===== src/ccs_pkg.sv =====
package ccs_pkg;

  // ****************************************************************
  // Register indexes on the device's own register port
  // ****************************************************************
  localparam logic [2:0] MAIN_CLOCK_MODE_IDX = 3'h0;
  localparam logic [2:0] PROC_CLOCK_CTRL_IDX = 3'h1;
  localparam logic [2:0] CLOCK_OP_MODE_IDX   = 3'h2;
  localparam logic [2:0] MAIN_OSC_CTRL_IDX   = 3'h3;
  localparam logic [2:0] INT_OSC_MODE_IDX    = 3'h4;
  localparam logic [2:0] OSC_STAB_STAT_IDX   = 3'h5;
  localparam int         REG_NUM             = 6;

  // ****************************************************************
  // Field positions
  // ****************************************************************
  localparam int HS_SEL_BIT     = 2;  // main_clock_mode_reg
  localparam int MCS_BIT        = 1;
  localparam int MAIN_SEL_BIT   = 0;
  localparam int SUB_START_BIT  = 6;  // processor_clock_ctrl_reg
  localparam int CLS_BIT        = 5;
  localparam int CPU_SUB_BIT    = 4;
  localparam int MAIN_EXT_BIT   = 7;  // clock_op_mode_reg
  localparam int MAIN_PIN_BIT   = 6;
  localparam int SUB_EXT_BIT    = 5;
  localparam int SUB_PIN_BIT    = 4;
  localparam int MAIN_STOP_BIT  = 7;  // main_osc_ctrl_reg
  localparam int INT_STABLE_BIT = 7;  // internal_osc_mode_reg
  localparam int INT_STOP_BIT   = 0;
  localparam int OSC_STAB_COUNTER_STATUS_DONE_BIT  = 0;  // osc_stab_counter_status

  // ****************************************************************
  // Reset values
  // ****************************************************************
  localparam logic [7:0] MCM_RST  = 8'h00;
  localparam logic [7:0] PCC_RST  = 8'h00;
  localparam logic [7:0] OSCC_RST = 8'h00;
  localparam logic [7:0] MOC_RST  = 8'h80;
  localparam logic [7:0] RCM_RST  = 8'h00;

  // ****************************************************************
  // Timing, clk_i at 10 MHz
  // ****************************************************************
  localparam int CLK_NS        = 100;
  localparam int SWITCH_NS     = 800;
  localparam int SWITCH_CYC    = (SWITCH_NS + CLK_NS - 1) / CLK_NS;
  localparam int MAIN_STAB_NS  = 25600;
  localparam int MAIN_STAB_CYC = (MAIN_STAB_NS + CLK_NS - 1) / CLK_NS;
  localparam int INT_STAB_NS   = 3200;
  localparam int INT_STAB_CYC  = (INT_STAB_NS + CLK_NS - 1) / CLK_NS;
  localparam int SUB_WAIT_NS   = 51200;
  localparam int SUB_WAIT_CYC  = (SUB_WAIT_NS + CLK_NS - 1) / CLK_NS;

  // ****************************************************************
  // Types
  // ****************************************************************
  typedef enum logic [2:0] {
    SRC_INT, SRC_X1, SRC_EXT_MAIN, SRC_XT1, SRC_EXT_SUB
  } ccs_src_t;

  typedef enum logic [3:0] {
    ST_RESET, ST_INT_RUN, ST_HS_RUN, ST_SUB_RUN, ST_HALT_INT,
    ST_HALT_HS, ST_HALT_SUB, ST_STOP_INT, ST_STOP_HS
  } ccs_state_t;

  // Controller command codes
  localparam logic [2:0] CMD_HALT = 3'h5;
  localparam logic [2:0] CMD_STOP = 3'h6;

  typedef enum logic [1:0] {K_END, K_WRITE, K_POLL, K_WAIT} ccs_kind_t;

  typedef struct packed {
    ccs_kind_t  kind;
    logic [2:0] idx;
    logic [2:0] bitn;
    logic       val;
  } ccs_step_t;

  // Avalon byte offsets of the controller
  localparam logic [3:0] CTL_CMD_OFS  = 4'h0;
  localparam logic [3:0] CTL_STAT_OFS = 4'h4;

endpackage


===== src/ccs_if.sv =====
`timescale 1ns/1ps
interface ccs_if;
  logic       reg_wr;     // One-cycle write strobe
  logic       reg_rd;     // One-cycle read strobe
  logic [2:0] reg_idx;
  logic [7:0] reg_wdata;
  logic [7:0] reg_rdata;
  logic       reg_ack;    // One-cycle answer
  logic       halt_req;
  logic       stop_req;
  logic [3:0] cpu_state;

  modport dev  (input reg_wr, reg_rd, reg_idx, reg_wdata, halt_req, stop_req,
                output reg_rdata, reg_ack, cpu_state);
  modport host (output reg_wr, reg_rd, reg_idx, reg_wdata, halt_req, stop_req,
                input reg_rdata, reg_ack, cpu_state);
endinterface


===== src/ccs_device.sv =====
`timescale 1ns/1ps
module ccs_device
  import ccs_pkg::*;
#(
  parameter int SW_CYC  = ccs_pkg::SWITCH_CYC,
  parameter int MS_CYC  = ccs_pkg::MAIN_STAB_CYC,
  parameter int IS_CYC  = ccs_pkg::INT_STAB_CYC
) (
  input  wire logic       clk_i,
  input  wire logic       sys_rst_i,
  input  wire logic       ce_i,
  input  wire logic       int_osc_clk_i,
  input  wire logic       x1_clk_i,
  input  wire logic       ext_main_clk_i,
  input  wire logic       xt1_clk_i,
  input  wire logic       ext_sub_clk_i,
  input  wire logic       supply_ok_i,
  input  wire logic       wake_i,
  input  wire logic       volt_detect_default_start_i,
  output logic            cpu_clk_o,
  output logic            periph_clk_o,
  ccs_if.dev              bus
);
  import ccs_pkg::*;

  // ****************************************************************
  // Pin synchronisers
  // ****************************************************************
  localparam int PW = 7;
  logic [PW-1:0] pin_in;
  logic [PW-1:0] s1_r, s2_r, s3_r, pin_r;
  assign pin_in = {wake_i, supply_ok_i, ext_sub_clk_i, xt1_clk_i,
                   ext_main_clk_i, x1_clk_i, int_osc_clk_i};

  // A change is taken only once the second and third stages agree
  always_ff @(posedge clk_i) begin
    if (sys_rst_i) begin
      s1_r  <= '0;
      s2_r  <= '0;
      s3_r  <= '0;
      pin_r <= '0;
    end else if (ce_i) begin
      s1_r <= pin_in;
      s2_r <= s1_r;
      s3_r <= s2_r;
      for (int i = 0; i < PW; i++) begin
        if (s2_r[i] == s3_r[i]) pin_r[i] <= s3_r[i];
      end
    end
  end

  // ****************************************************************
  // Registers
  // ****************************************************************
  logic       hs_sel_r, main_sel_r, hs_locked_r;
  logic       sub_start_r, cpu_sub_r;
  logic [3:0] op_mode_r;
  logic       main_stop_r, int_stop_r;
  logic [7:0] wd;
  assign wd = bus.reg_wdata;

  // Control bits and the once-only high-speed select
  always_ff @(posedge clk_i) begin
    if (sys_rst_i) begin
      hs_sel_r    <= MCM_RST[HS_SEL_BIT];
      main_sel_r  <= MCM_RST[MAIN_SEL_BIT];
      hs_locked_r <= 1'b0;
      sub_start_r <= PCC_RST[SUB_START_BIT];
      cpu_sub_r   <= PCC_RST[CPU_SUB_BIT];
      op_mode_r   <= OSCC_RST[7:4];
      main_stop_r <= MOC_RST[MAIN_STOP_BIT];
      int_stop_r  <= RCM_RST[INT_STOP_BIT];
    end else if (ce_i && bus.reg_wr) begin
      unique case (bus.reg_idx)
        MAIN_CLOCK_MODE_IDX: begin
          main_sel_r <= wd[MAIN_SEL_BIT];
          if (!hs_locked_r && wd[HS_SEL_BIT] != hs_sel_r) begin
            hs_sel_r    <= wd[HS_SEL_BIT];
            hs_locked_r <= 1'b1;
          end
        end
        PROC_CLOCK_CTRL_IDX: begin
          sub_start_r <= wd[SUB_START_BIT];
          cpu_sub_r   <= wd[CPU_SUB_BIT];
        end
        CLOCK_OP_MODE_IDX: op_mode_r   <= wd[7:4];
        MAIN_OSC_CTRL_IDX: main_stop_r <= wd[MAIN_STOP_BIT];
        INT_OSC_MODE_IDX:  int_stop_r  <= wd[INT_STOP_BIT];
        default: ;
      endcase
    end
  end

  // ****************************************************************
  // Source selection
  // ****************************************************************
  ccs_state_t st_r;
  ccs_src_t   cpu_src_r, per_src_r, cpu_want, per_want;
  logic       stopped;
  assign stopped = (st_r == ST_STOP_INT) || (st_r == ST_STOP_HS);

  // The main high-speed path, X1 or the external main clock
  function automatic ccs_src_t hs_src(input logic ext);
    return ext ? SRC_EXT_MAIN : SRC_X1;
  endfunction

  // Wanted CPU source from the control bits
  always_comb begin
    if (cpu_sub_r)
      cpu_want = (sub_start_r || !op_mode_r[SUB_EXT_BIT-4]) ? SRC_XT1 : SRC_EXT_SUB;
    else if (main_sel_r && hs_sel_r)
      cpu_want = hs_src(op_mode_r[MAIN_EXT_BIT-4]);
    else
      cpu_want = SRC_INT;
    per_want = hs_sel_r ? hs_src(op_mode_r[MAIN_EXT_BIT-4]) : SRC_INT;
  end

  // Stabilisation counters for the main and internal oscillators
  logic [15:0] ms_cnt_r, is_cnt_r;
  logic        ms_done, is_done;
  assign ms_done = (ms_cnt_r == 16'(MS_CYC));
  assign is_done = (is_cnt_r == 16'(IS_CYC));

  always_ff @(posedge clk_i) begin
    if (sys_rst_i) begin
      ms_cnt_r <= '0;
      is_cnt_r <= '0;
    end else if (ce_i) begin
      if (main_stop_r || !op_mode_r[MAIN_PIN_BIT-4] || op_mode_r[MAIN_EXT_BIT-4] || stopped)
        ms_cnt_r <= '0;
      else if (!ms_done)
        ms_cnt_r <= ms_cnt_r + 16'h0001;
      if (int_stop_r || stopped)
        is_cnt_r <= '0;
      else if (!is_done)
        is_cnt_r <= is_cnt_r + 16'h0001;
    end
  end

  // Switch delay: the old clock runs on before the change is made
  logic [7:0] sw_cnt_r;
  always_ff @(posedge clk_i) begin
    if (sys_rst_i)
      sw_cnt_r <= '0;
    else if (ce_i) begin
      if (cpu_want == cpu_src_r)
        sw_cnt_r <= '0;
      else if (sw_cnt_r != 8'(SW_CYC))
        sw_cnt_r <= sw_cnt_r + 8'h01;
    end
  end

  // Changing only while both old and new sources are low keeps any
  // runt pulse off the gated clocks
  always_ff @(posedge clk_i) begin
    if (sys_rst_i) begin
      cpu_src_r <= SRC_INT;
      per_src_r <= SRC_INT;
    end else if (ce_i) begin
      if (sw_cnt_r == 8'(SW_CYC) && !pin_r[cpu_src_r] && !pin_r[cpu_want])
        cpu_src_r <= cpu_want;
      if (per_want != per_src_r && !pin_r[per_src_r] && !pin_r[per_want])
        per_src_r <= per_want;
    end
  end

  // ****************************************************************
  // CPU clock state
  // ****************************************************************
  ccs_state_t run_st;
  always_comb begin
    unique case (cpu_src_r)
      SRC_INT:              run_st = ST_INT_RUN;
      SRC_X1, SRC_EXT_MAIN: run_st = ST_HS_RUN;
      default:              run_st = ST_SUB_RUN;
    endcase
  end

  always_ff @(posedge clk_i) begin
    if (sys_rst_i)
      st_r <= ST_RESET;
    else if (ce_i) begin
      unique case (st_r)
        ST_RESET:
          if (!volt_detect_default_start_i || pin_r[5]) st_r <= ST_INT_RUN;
        ST_INT_RUN, ST_HS_RUN, ST_SUB_RUN:
          if (bus.halt_req) begin
            st_r <= (run_st == ST_INT_RUN) ? ST_HALT_INT :
                    (run_st == ST_HS_RUN)  ? ST_HALT_HS  : ST_HALT_SUB;
          end else if (bus.stop_req && run_st != ST_SUB_RUN) begin
            st_r <= (run_st == ST_INT_RUN) ? ST_STOP_INT : ST_STOP_HS;
          end else
            st_r <= run_st;
        ST_HALT_INT, ST_HALT_HS, ST_HALT_SUB, ST_STOP_INT, ST_STOP_HS:
          if (pin_r[6]) st_r <= run_st;
      endcase
    end
  end

  // ****************************************************************
  // Gated clock outputs and register answers
  // ****************************************************************
  logic cpu_run, per_run;
  assign cpu_run = (st_r == ST_INT_RUN) || (st_r == ST_HS_RUN) || (st_r == ST_SUB_RUN);
  assign per_run = (st_r != ST_RESET) && !stopped;

  always_ff @(posedge clk_i) begin
    if (sys_rst_i) begin
      cpu_clk_o    <= 1'b0;
      periph_clk_o <= 1'b0;
    end else if (ce_i) begin
      cpu_clk_o    <= cpu_run & pin_r[cpu_src_r];
      periph_clk_o <= per_run & pin_r[per_src_r];
    end
  end

  logic main_clk_status, cpu_clk_status;
  assign main_clk_status = (cpu_src_r == SRC_X1) || (cpu_src_r == SRC_EXT_MAIN);
  assign cpu_clk_status = (cpu_src_r == SRC_XT1) || (cpu_src_r == SRC_EXT_SUB);

  // Reads answer one cycle after the strobe; writes are acknowledged too
  always_ff @(posedge clk_i) begin
    if (sys_rst_i) begin
      bus.reg_ack   <= 1'b0;
      bus.reg_rdata <= '0;
      bus.cpu_state <= '0;
    end else if (ce_i) begin
      bus.reg_ack   <= bus.reg_wr | bus.reg_rd;
      bus.cpu_state <= st_r;
      if (bus.reg_rd) begin
        unique case (bus.reg_idx)
          MAIN_CLOCK_MODE_IDX:
            bus.reg_rdata <= {5'h00, hs_sel_r, main_clk_status, main_sel_r};
          PROC_CLOCK_CTRL_IDX:
            bus.reg_rdata <= {1'b0, sub_start_r, cpu_clk_status, cpu_sub_r, 4'h0};
          CLOCK_OP_MODE_IDX:   bus.reg_rdata <= {op_mode_r, 4'h0};
          MAIN_OSC_CTRL_IDX:   bus.reg_rdata <= {main_stop_r, 7'h00};
          INT_OSC_MODE_IDX:    bus.reg_rdata <= {is_done, 6'h00, int_stop_r};
          OSC_STAB_STAT_IDX:   bus.reg_rdata <= {7'h00, ms_done};
          default:             bus.reg_rdata <= 8'h00;
        endcase
      end
    end
  end

endmodule // ccs_device


===== src/flat_wrapper.sv =====
// flat-port wrapper written by rule: the top's interface ports become plain ports
module ccs_device_flat import ccs_pkg::*;
#(
  parameter int SW_CYC  = ccs_pkg::SWITCH_CYC,
  parameter int MS_CYC  = ccs_pkg::MAIN_STAB_CYC,
  parameter int IS_CYC  = ccs_pkg::INT_STAB_CYC
)
  (clk_i, sys_rst_i, ce_i, int_osc_clk_i, x1_clk_i, ext_main_clk_i, xt1_clk_i, ext_sub_clk_i, supply_ok_i, wake_i, volt_detect_default_start_i, cpu_clk_o, periph_clk_o, bus_reg_wr, bus_reg_rd, bus_reg_idx, bus_reg_wdata, bus_halt_req, bus_stop_req, bus_reg_rdata, bus_reg_ack, bus_cpu_state);
  ccs_if bus_i ();
  input  wire logic clk_i;
  input  wire logic sys_rst_i;
  input  wire logic ce_i;
  input  wire logic int_osc_clk_i;
  input  wire logic x1_clk_i;
  input  wire logic ext_main_clk_i;
  input  wire logic xt1_clk_i;
  input  wire logic ext_sub_clk_i;
  input  wire logic supply_ok_i;
  input  wire logic wake_i;
  input  wire logic volt_detect_default_start_i;
  output logic cpu_clk_o;
  output logic periph_clk_o;
  input wire logic [$bits(bus_i.reg_wr)-1:0] bus_reg_wr;
  input wire logic [$bits(bus_i.reg_rd)-1:0] bus_reg_rd;
  input wire logic [$bits(bus_i.reg_idx)-1:0] bus_reg_idx;
  input wire logic [$bits(bus_i.reg_wdata)-1:0] bus_reg_wdata;
  input wire logic [$bits(bus_i.halt_req)-1:0] bus_halt_req;
  input wire logic [$bits(bus_i.stop_req)-1:0] bus_stop_req;
  output wire logic [$bits(bus_i.reg_rdata)-1:0] bus_reg_rdata;
  output wire logic [$bits(bus_i.reg_ack)-1:0] bus_reg_ack;
  output wire logic [$bits(bus_i.cpu_state)-1:0] bus_cpu_state;
  assign bus_i.reg_wr = bus_reg_wr;
  assign bus_i.reg_rd = bus_reg_rd;
  assign bus_i.reg_idx = bus_reg_idx;
  assign bus_i.reg_wdata = bus_reg_wdata;
  assign bus_i.halt_req = bus_halt_req;
  assign bus_i.stop_req = bus_stop_req;
  assign bus_reg_rdata = bus_i.reg_rdata;
  assign bus_reg_ack = bus_i.reg_ack;
  assign bus_cpu_state = bus_i.cpu_state;
  ccs_device #(.SW_CYC(SW_CYC), .MS_CYC(MS_CYC), .IS_CYC(IS_CYC)) u_core (.clk_i(clk_i), .sys_rst_i(sys_rst_i), .ce_i(ce_i), .int_osc_clk_i(int_osc_clk_i), .x1_clk_i(x1_clk_i), .ext_main_clk_i(ext_main_clk_i), .xt1_clk_i(xt1_clk_i), .ext_sub_clk_i(ext_sub_clk_i), .supply_ok_i(supply_ok_i), .wake_i(wake_i), .volt_detect_default_start_i(volt_detect_default_start_i), .cpu_clk_o(cpu_clk_o), .periph_clk_o(periph_clk_o), .bus(bus_i));
endmodule

===== config.mk =====
export PLATFORM = sky130hd
export DESIGN_NAME = ccs_device_flat
export DESIGN_NICKNAME = d
export VERILOG_FILES = /design/src/ccs_pkg.sv /design/src/ccs_if.sv /design/src/ccs_device.sv /design/src/flat_wrapper.sv
export SDC_FILE = /design/constraint.sdc
export NUM_CORES = 1
export LEC_CHECK = 0
export ABC_AREA = 1
export BUFFER_PORTS_ARGS = -buffer_cell sky130_fd_sc_hd__buf_2
export CORE_MARGIN = 2
export CORE_UTILIZATION = 60
export DETAILED_ROUTE_END_ITERATION = 12
export HOLD_SLACK_MARGIN = 0.05
export PLACE_DENSITY_LB_ADDON = 0.25
export SLEW_MARGIN = 20
export SYNTH_ARGS = -nofsm -noshare
export SYNTH_HDL_FRONTEND = slang
export SYNTH_SLANG_ARGS = --single-unit

===== constraint.sdc =====
create_clock -name clk_i -period 4.36 [get_ports clk_i]
set_input_delay 0.872 -clock clk_i [delete_from_list [all_inputs] [get_ports clk_i]]
set_output_delay 0.872 -clock clk_i [all_outputs]
set_load 0.005 [all_outputs]

Word-level counts from Yosys, hierarchy flattened

Cells that the tools add are included.

Register bits after elaboration: 104
Input port bits: 26
Output and inout bits: 15
Word-level logic and storage cells: 163

$add $sub $neg: 3
Order comparisons: 4
Equal/unequal tests: 38
Muxes and demuxes: 29
Bitwise operators: 3
Reduce and logical (&&, ||, !) cells: 57

Operator list:

| cell                  | number |
|---|---|
| $mux 16               | 4 |
| $pmux 8 s6            | 1 |
| $reduce_and 2->1      | 18 |
| $add 16x1->16 const B | 2 |
| $mux 4                | 6 |
| $eq 16x6->1 const B   | 1 |
| $eq 16x9->1 const B   | 1 |
| $eq 4x3->1 const B    | 4 |
| $lt 3x4->1 const B    | 4 |
| $mux 8                | 2 |
| $bmux 1 s3            | 4 |
| $eq 3x2->1 const B    | 4 |
| $mux 3                | 4 |
| $pmux 4 s3            | 1 |
| $logic_or 1x1->1      | 11 |
| $eq 3x3->1 const B    | 3 |
| $logic_and 1x1->1     | 9 |
| $logic_not 1->1       | 9 |
| $add 8x1->8 const B   | 1 |
| $eq 4x2->1 const B    | 2 |
| $eq 8x4->1 const B    | 1 |
| $ne 8x4->1 const B    | 1 |
| $eq 1x1->1            | 7 |
| $eq 3x1->1 const B    | 2 |
| other kinds (22)      | 32 |

Longest topological paths before layout

Depth after elaboration: 9
Gate-level depth with buffers: 12
Gate-level depth less buffers: 11

Worst setup path before layout

OpenSTA, ideal clock, no wires.

Kind: input to register
From: input port ce_i
To: register u_core.op_mode_r[0]
Data arrival time: 1.715 ns
Slack: 2.522 ns
Stages on the path: 7
Cells stage by stage: buf_4 > buf_4 > nand2_2 > inv_1 > nand3_1 > o21ai_0 > a21oi_1

Cells in the longest elaborated chain, start to end: 2

Ends and longest elaborated chain:

| element                           | RTL line           | RTL |
|---|---|---|
| from (decl)                       | flat_wrapper.sv:12 | `input wire logic ce_i;` |
| $logic_and 1x1->1                 | ccs_device.sv:73   | `end else if (ce_i && bus.reg_wr) begin` |
| $reduce_and 2->1 (no source line) | -                  |  |
| to (signal assigned)              | ccs_device.sv:70   | `op_mode_r <= OSCC_RST[7:4];` |
| to (signal assigned)              | ccs_device.sv:86   | `CLOCK_OP_MODE_IDX: op_mode_r <= wd[7:4];` |
| to (decl)                         | ccs_device.sv:57   | `logic [3:0] op_mode_r;` |

Every way passes these cells.
A chain may end at the register's enable or synchronous reset.

Worst setup path in the final report

From: register u_core.cpu_src_r[0]
To: register u_core.st_r[0]

Cells in the longest elaborated chain, start to end: 8
Elaborated cells between the ends (all ways): 16
Classes of those cells: eq/ne (5); mux (8); reduce/logical (3)

Ends and longest elaborated chain:

| element                                         | RTL line                             | RTL |
|---|---|---|
| from (decl)                                     | ccs_device.sv:98                     | `ccs_src_t cpu_src_r, per_src_r, cpu_want, per_want;` |
| from (signal assigned)                          | ccs_device.sv:161                    | `cpu_src_r <= cpu_want;` |
| $eq 3x2->1 / $eq 3x1->1 (equally long branches) | ccs_device.sv:172                    | `unique case (cpu_src_r)` |
| $reduce_or 2->1                                 | ccs_device.sv:172                    |  |
| $pmux 2 s2 *                                    | ccs_device.sv:172                    |  |
| $eq 2x1->1 (tied with other cells)              | ccs_device.sv:188, ccs_device.sv:191 |  |
| $mux 4 (tied with other cells)                  | ccs_device.sv:191                    | `st_r <= (run_st == ST_INT_RUN) ? ST_STOP_INT : ST_STOP_HS;` |
| $mux 4, on equally long branches                | ccs_device.sv:190, ccs_device.sv:188 |  |
| $mux 4                                          | ccs_device.sv:187                    | `if (bus.halt_req) begin` |
| $pmux 4 s3 *                                    | ccs_device.sv:183                    | `unique case (st_r)` |
| to (signal assigned)                            | ccs_device.sv:188                    | `st_r <= (run_st == ST_INT_RUN) ? ST_HALT_INT :` |
| to (signal assigned)                            | ccs_device.sv:191                    |  |
| to (signal assigned)                            | ccs_device.sv:193                    | `st_r <= run_st;` |
| to (decl)                                       | ccs_device.sv:97                     | `ccs_state_t st_r;` |

Mark *: on every way between the ends. The rest lies on a longest branch, timed or not. The select of a mux whose other input is x is not followed.

==> impl_metrics.toml <==
[grt]
grt_pass1_wl_um = 22800
gr-total-overflow = 0
grt_pass1_vias = 5250
antenna_found_initial = 1
grt_max_degree = 50
grt_usage_pct = 27.0

[timing]
rsz0062_at_grt = "false"
hold_viol_final = 0
maxSlewViolCount = 0
fin_setup_tns_ps = 0
fin_crit_ps = 2150
slew_headroom_pct = 57.5
post-route-period-util_pct = 49.3
setup_ws_ps = 2210
setup_viol = 0
fmax_ghz = 0.465
skew_ps = 10.6
worst_pin_slew_ps = 638

[logic_synthesis]
syn_nets = 877
synth-seq-area-share_pct = 36.1
synth_area_leaders = "dfxtp_1, nand2_1, nor2_1, a21oi_1, nand3_1"
synthXorXnorAreaFrac_pct = 2.01
synth_fa_ha_area_share_pct = 2.21
ys_types = 39
synth_compound_area_share_pct = 16.1
synth_common_cells = "nand2_1, nor2_1, dfxtp_1, inv_1"
synth_largest_area_cell = "dfxtp_1"
synth.cell_area_mm2 = 0.00565
synth_most_common_cell = "nand2_1"
synthMuxAreaShare_pct = 0
avgSynthCellArea_um2 = 6.72
synth_top_family_by_area = "simple AND/OR/NAND/NOR gates"
synth_edf_count = 0
synthCells = 841
ys_ff_latch = 102
async_flop_share_pct = 0
yosys_warnings = 0
ys.flop_type = "dfxtp_1"
synth-simple-area-share_pct = 34.3
synth.top_cell.area_share_pct = 36.1

[cts]
cts_buffers = 9
tritoncts = "built"
root_buffer = "clkbuf_8"
cts_buffer_depth = 2
cts_setup_buffers = 0
path_clk_slew_ps = 110
cts_resized = 0
cts.sinks = 102
htreeDepth = 3
clkLatencyLatePin_ps = 370
postCtsHoldBufs = 0

[worst_setup_path]
rr_endpoint = "u_core.st_r[0]$_SDFFE_PP0P_"
required_ps = 4660
crit_path_end_kind = "flip-flop"
crit_fanout = 9
reg2reg_slack_ps = 2210
startpoint_type = "flip-flop"
worstPathArrival_ps = 2450
reg2reg_depth = 10
path_class = "flip-flop to flip-flop"
reg2reg_from = "u_core.cpu_src_r[0]$_SDFFE_PP0P_"

[drt]
routedWlPerCell_um = 13.4
drt_iter0_drc = 290
drc_errors = 0
drtAntennaViolNets = 0
first_pass_iters = 5
vias = 5527
finalWirelength_um = 13200
via_per_inst = 5.64

[finish]
final_cells = 980
fin_nets = 900
post-route-util_pct = 65.7
synthToLayoutAreaGrowth_pct = 6.93
antennaDiodeCount = 0
drive_above_1_share_pct = 13.2

[worst_hold_path]
worst_hold_path_type = "flip-flop to flip-flop"
min_to = "u_core.bus.reg_rdata[6]$_SDFFE_PP0P_"
min_from = "u_core.bus.reg_rdata[6]$_SDFFE_PP0P_"
min_delay_path_depth = 2

[die]
coreArea_mm2 = 0.00920
rows = 35
io_pins = 41
start_util_pct = 61.5
design.die.area_mm2 = 0.0102
die_h_um = 101
fp.dieW_um = 101

[status]
outcome = "complete, no violations"

[power_and_ir_drop]
powerDensity_mw_per_mm2 = 306
power_uw = 1850
vdd_ir_drop_max_mv = 0.226
p_leak_uw = 0.00233

[place]
place_congestion = 0.932
dp_hpwl_um = 9480
port-buffer-count = 37
dp.cells = 964
dpl_worst_slack_ps = 2010

[job]
drv_cap = 0
[registers in the layout, indices dropped and copies added (netlist names), 2 cells and up]
register / cells
u_core.bus.cpu_state: 4
u_core.bus.reg_rdata: 7
u_core.cpu_src_r: 3
u_core.is_cnt_r: 16
u_core.ms_cnt_r: 16
u_core.op_mode_r: 4
u_core.per_src_r: 2
u_core.pin_r: 7
u_core.s1_r: 7
u_core.s2_r: 7
u_core.s3_r: 7
u_core.st_r: 4
u_core.sw_cnt_r: 8
[layer usage]
layer / up-vias / wire length (um) / global-route usage (%)
met1: 2564 / 5660 / 32.3
li1: 2806 / - / -
met4: 2 / 226 / 9.88
met2: 130 / 6740 / 49.4
met5: - / 13 / 0
met3: 25 / 529 / 3.33
[placed cells by master, fill, tap and decap left out, drive strengths merged, types with 2 or more instances in the layout]
master	Yosys	routed
nor2	119	119
xor2	11	11
dfxtp	102	102
nor3	24	24
nand3	73	73
o21ai	62	62
a21oi	86	86
clkbuf	12	9
a221oi	2	2
nand2	188	188
nand4	26	26
inv	94	98
nand3b	2	2
buf	15	39
xnor2	2	2
o22ai	6	6
ha	10	10
[critical path: stages, from the launching register on]
cell	delay, ps
dfxtp_1	550
nor2_1	150
nor2_1	350
ha_1	330
nor2_1	110
nand2_1	70
nand2_1	70
nand2_1	90
a21oi_1	180
nor3_1	80
nor2_1	110
[area by class of cell]
| type | count | area, um2 |
|---|---|---|
| fillers | 840 | 3150 |
| multi-input cells | 618 | 3090 |
| flip-flops and latches | 102 | 2040 |
| inverters | 94 | 358 |
| repair buffers | 39 | 200 |
| well taps | 111 | 139 |
| clock buffers | 9 | 124 |
| clock inverters | 7 | 88.8 |
[power by group]
| part | switching, uW | internal [uW] |
|---|---|---|
| clock network | 363 | 281 |
| logic | 152 | 66.6 |
| registers | 26.1 | 964 |
[kinds of logic after synthesis]
logic type,Yosys count
DFF,102
AOI/OAI and AO/OA,161
other,1
and+or+nand+nor,433
adders and majority gates,10
buffers and inverters,121
xor gates and xnor gates,13
[how the worst max path moves through the flow]
stage	from	end	slack, ps	cells past startpoint
2_1_floorplan	ce_i	u_core.op_mode_r[0]$_SDFFE_PP0P_	2520	7
3_3_place_gp	ce_i	u_core.sw_cnt_r[6]$_SDFFE_PP0P_	2080	6
3_5_place_dp	ce_i	u_core.sw_cnt_r[4]$_SDFFE_PP0P_	2010	7
4_1_cts	u_core.cpu_src_r[1]$_SDFFE_PP0P_	u_core.st_r[0]$_SDFFE_PP0P_	2270	11
5_1_grt	u_core.cpu_src_r[1]$_SDFFE_PP0P_	u_core.st_r[0]$_SDFFE_PP0P_	2060	11
6_report	u_core.cpu_src_r[0]$_SDFFE_PP0P_	u_core.st_r[0]$_SDFFE_PP0P_	2210	10
[through the flow]
step	area, um2	hold WS, ps
6_report	6050	472
5_1_grt	6050	504
4_1_cts	6050	474
3_5_place_dp	5830	458
3_3_place_gp	5830	445
2_1_floorplan	5650	429
Power figures use the tool's default switching activity.
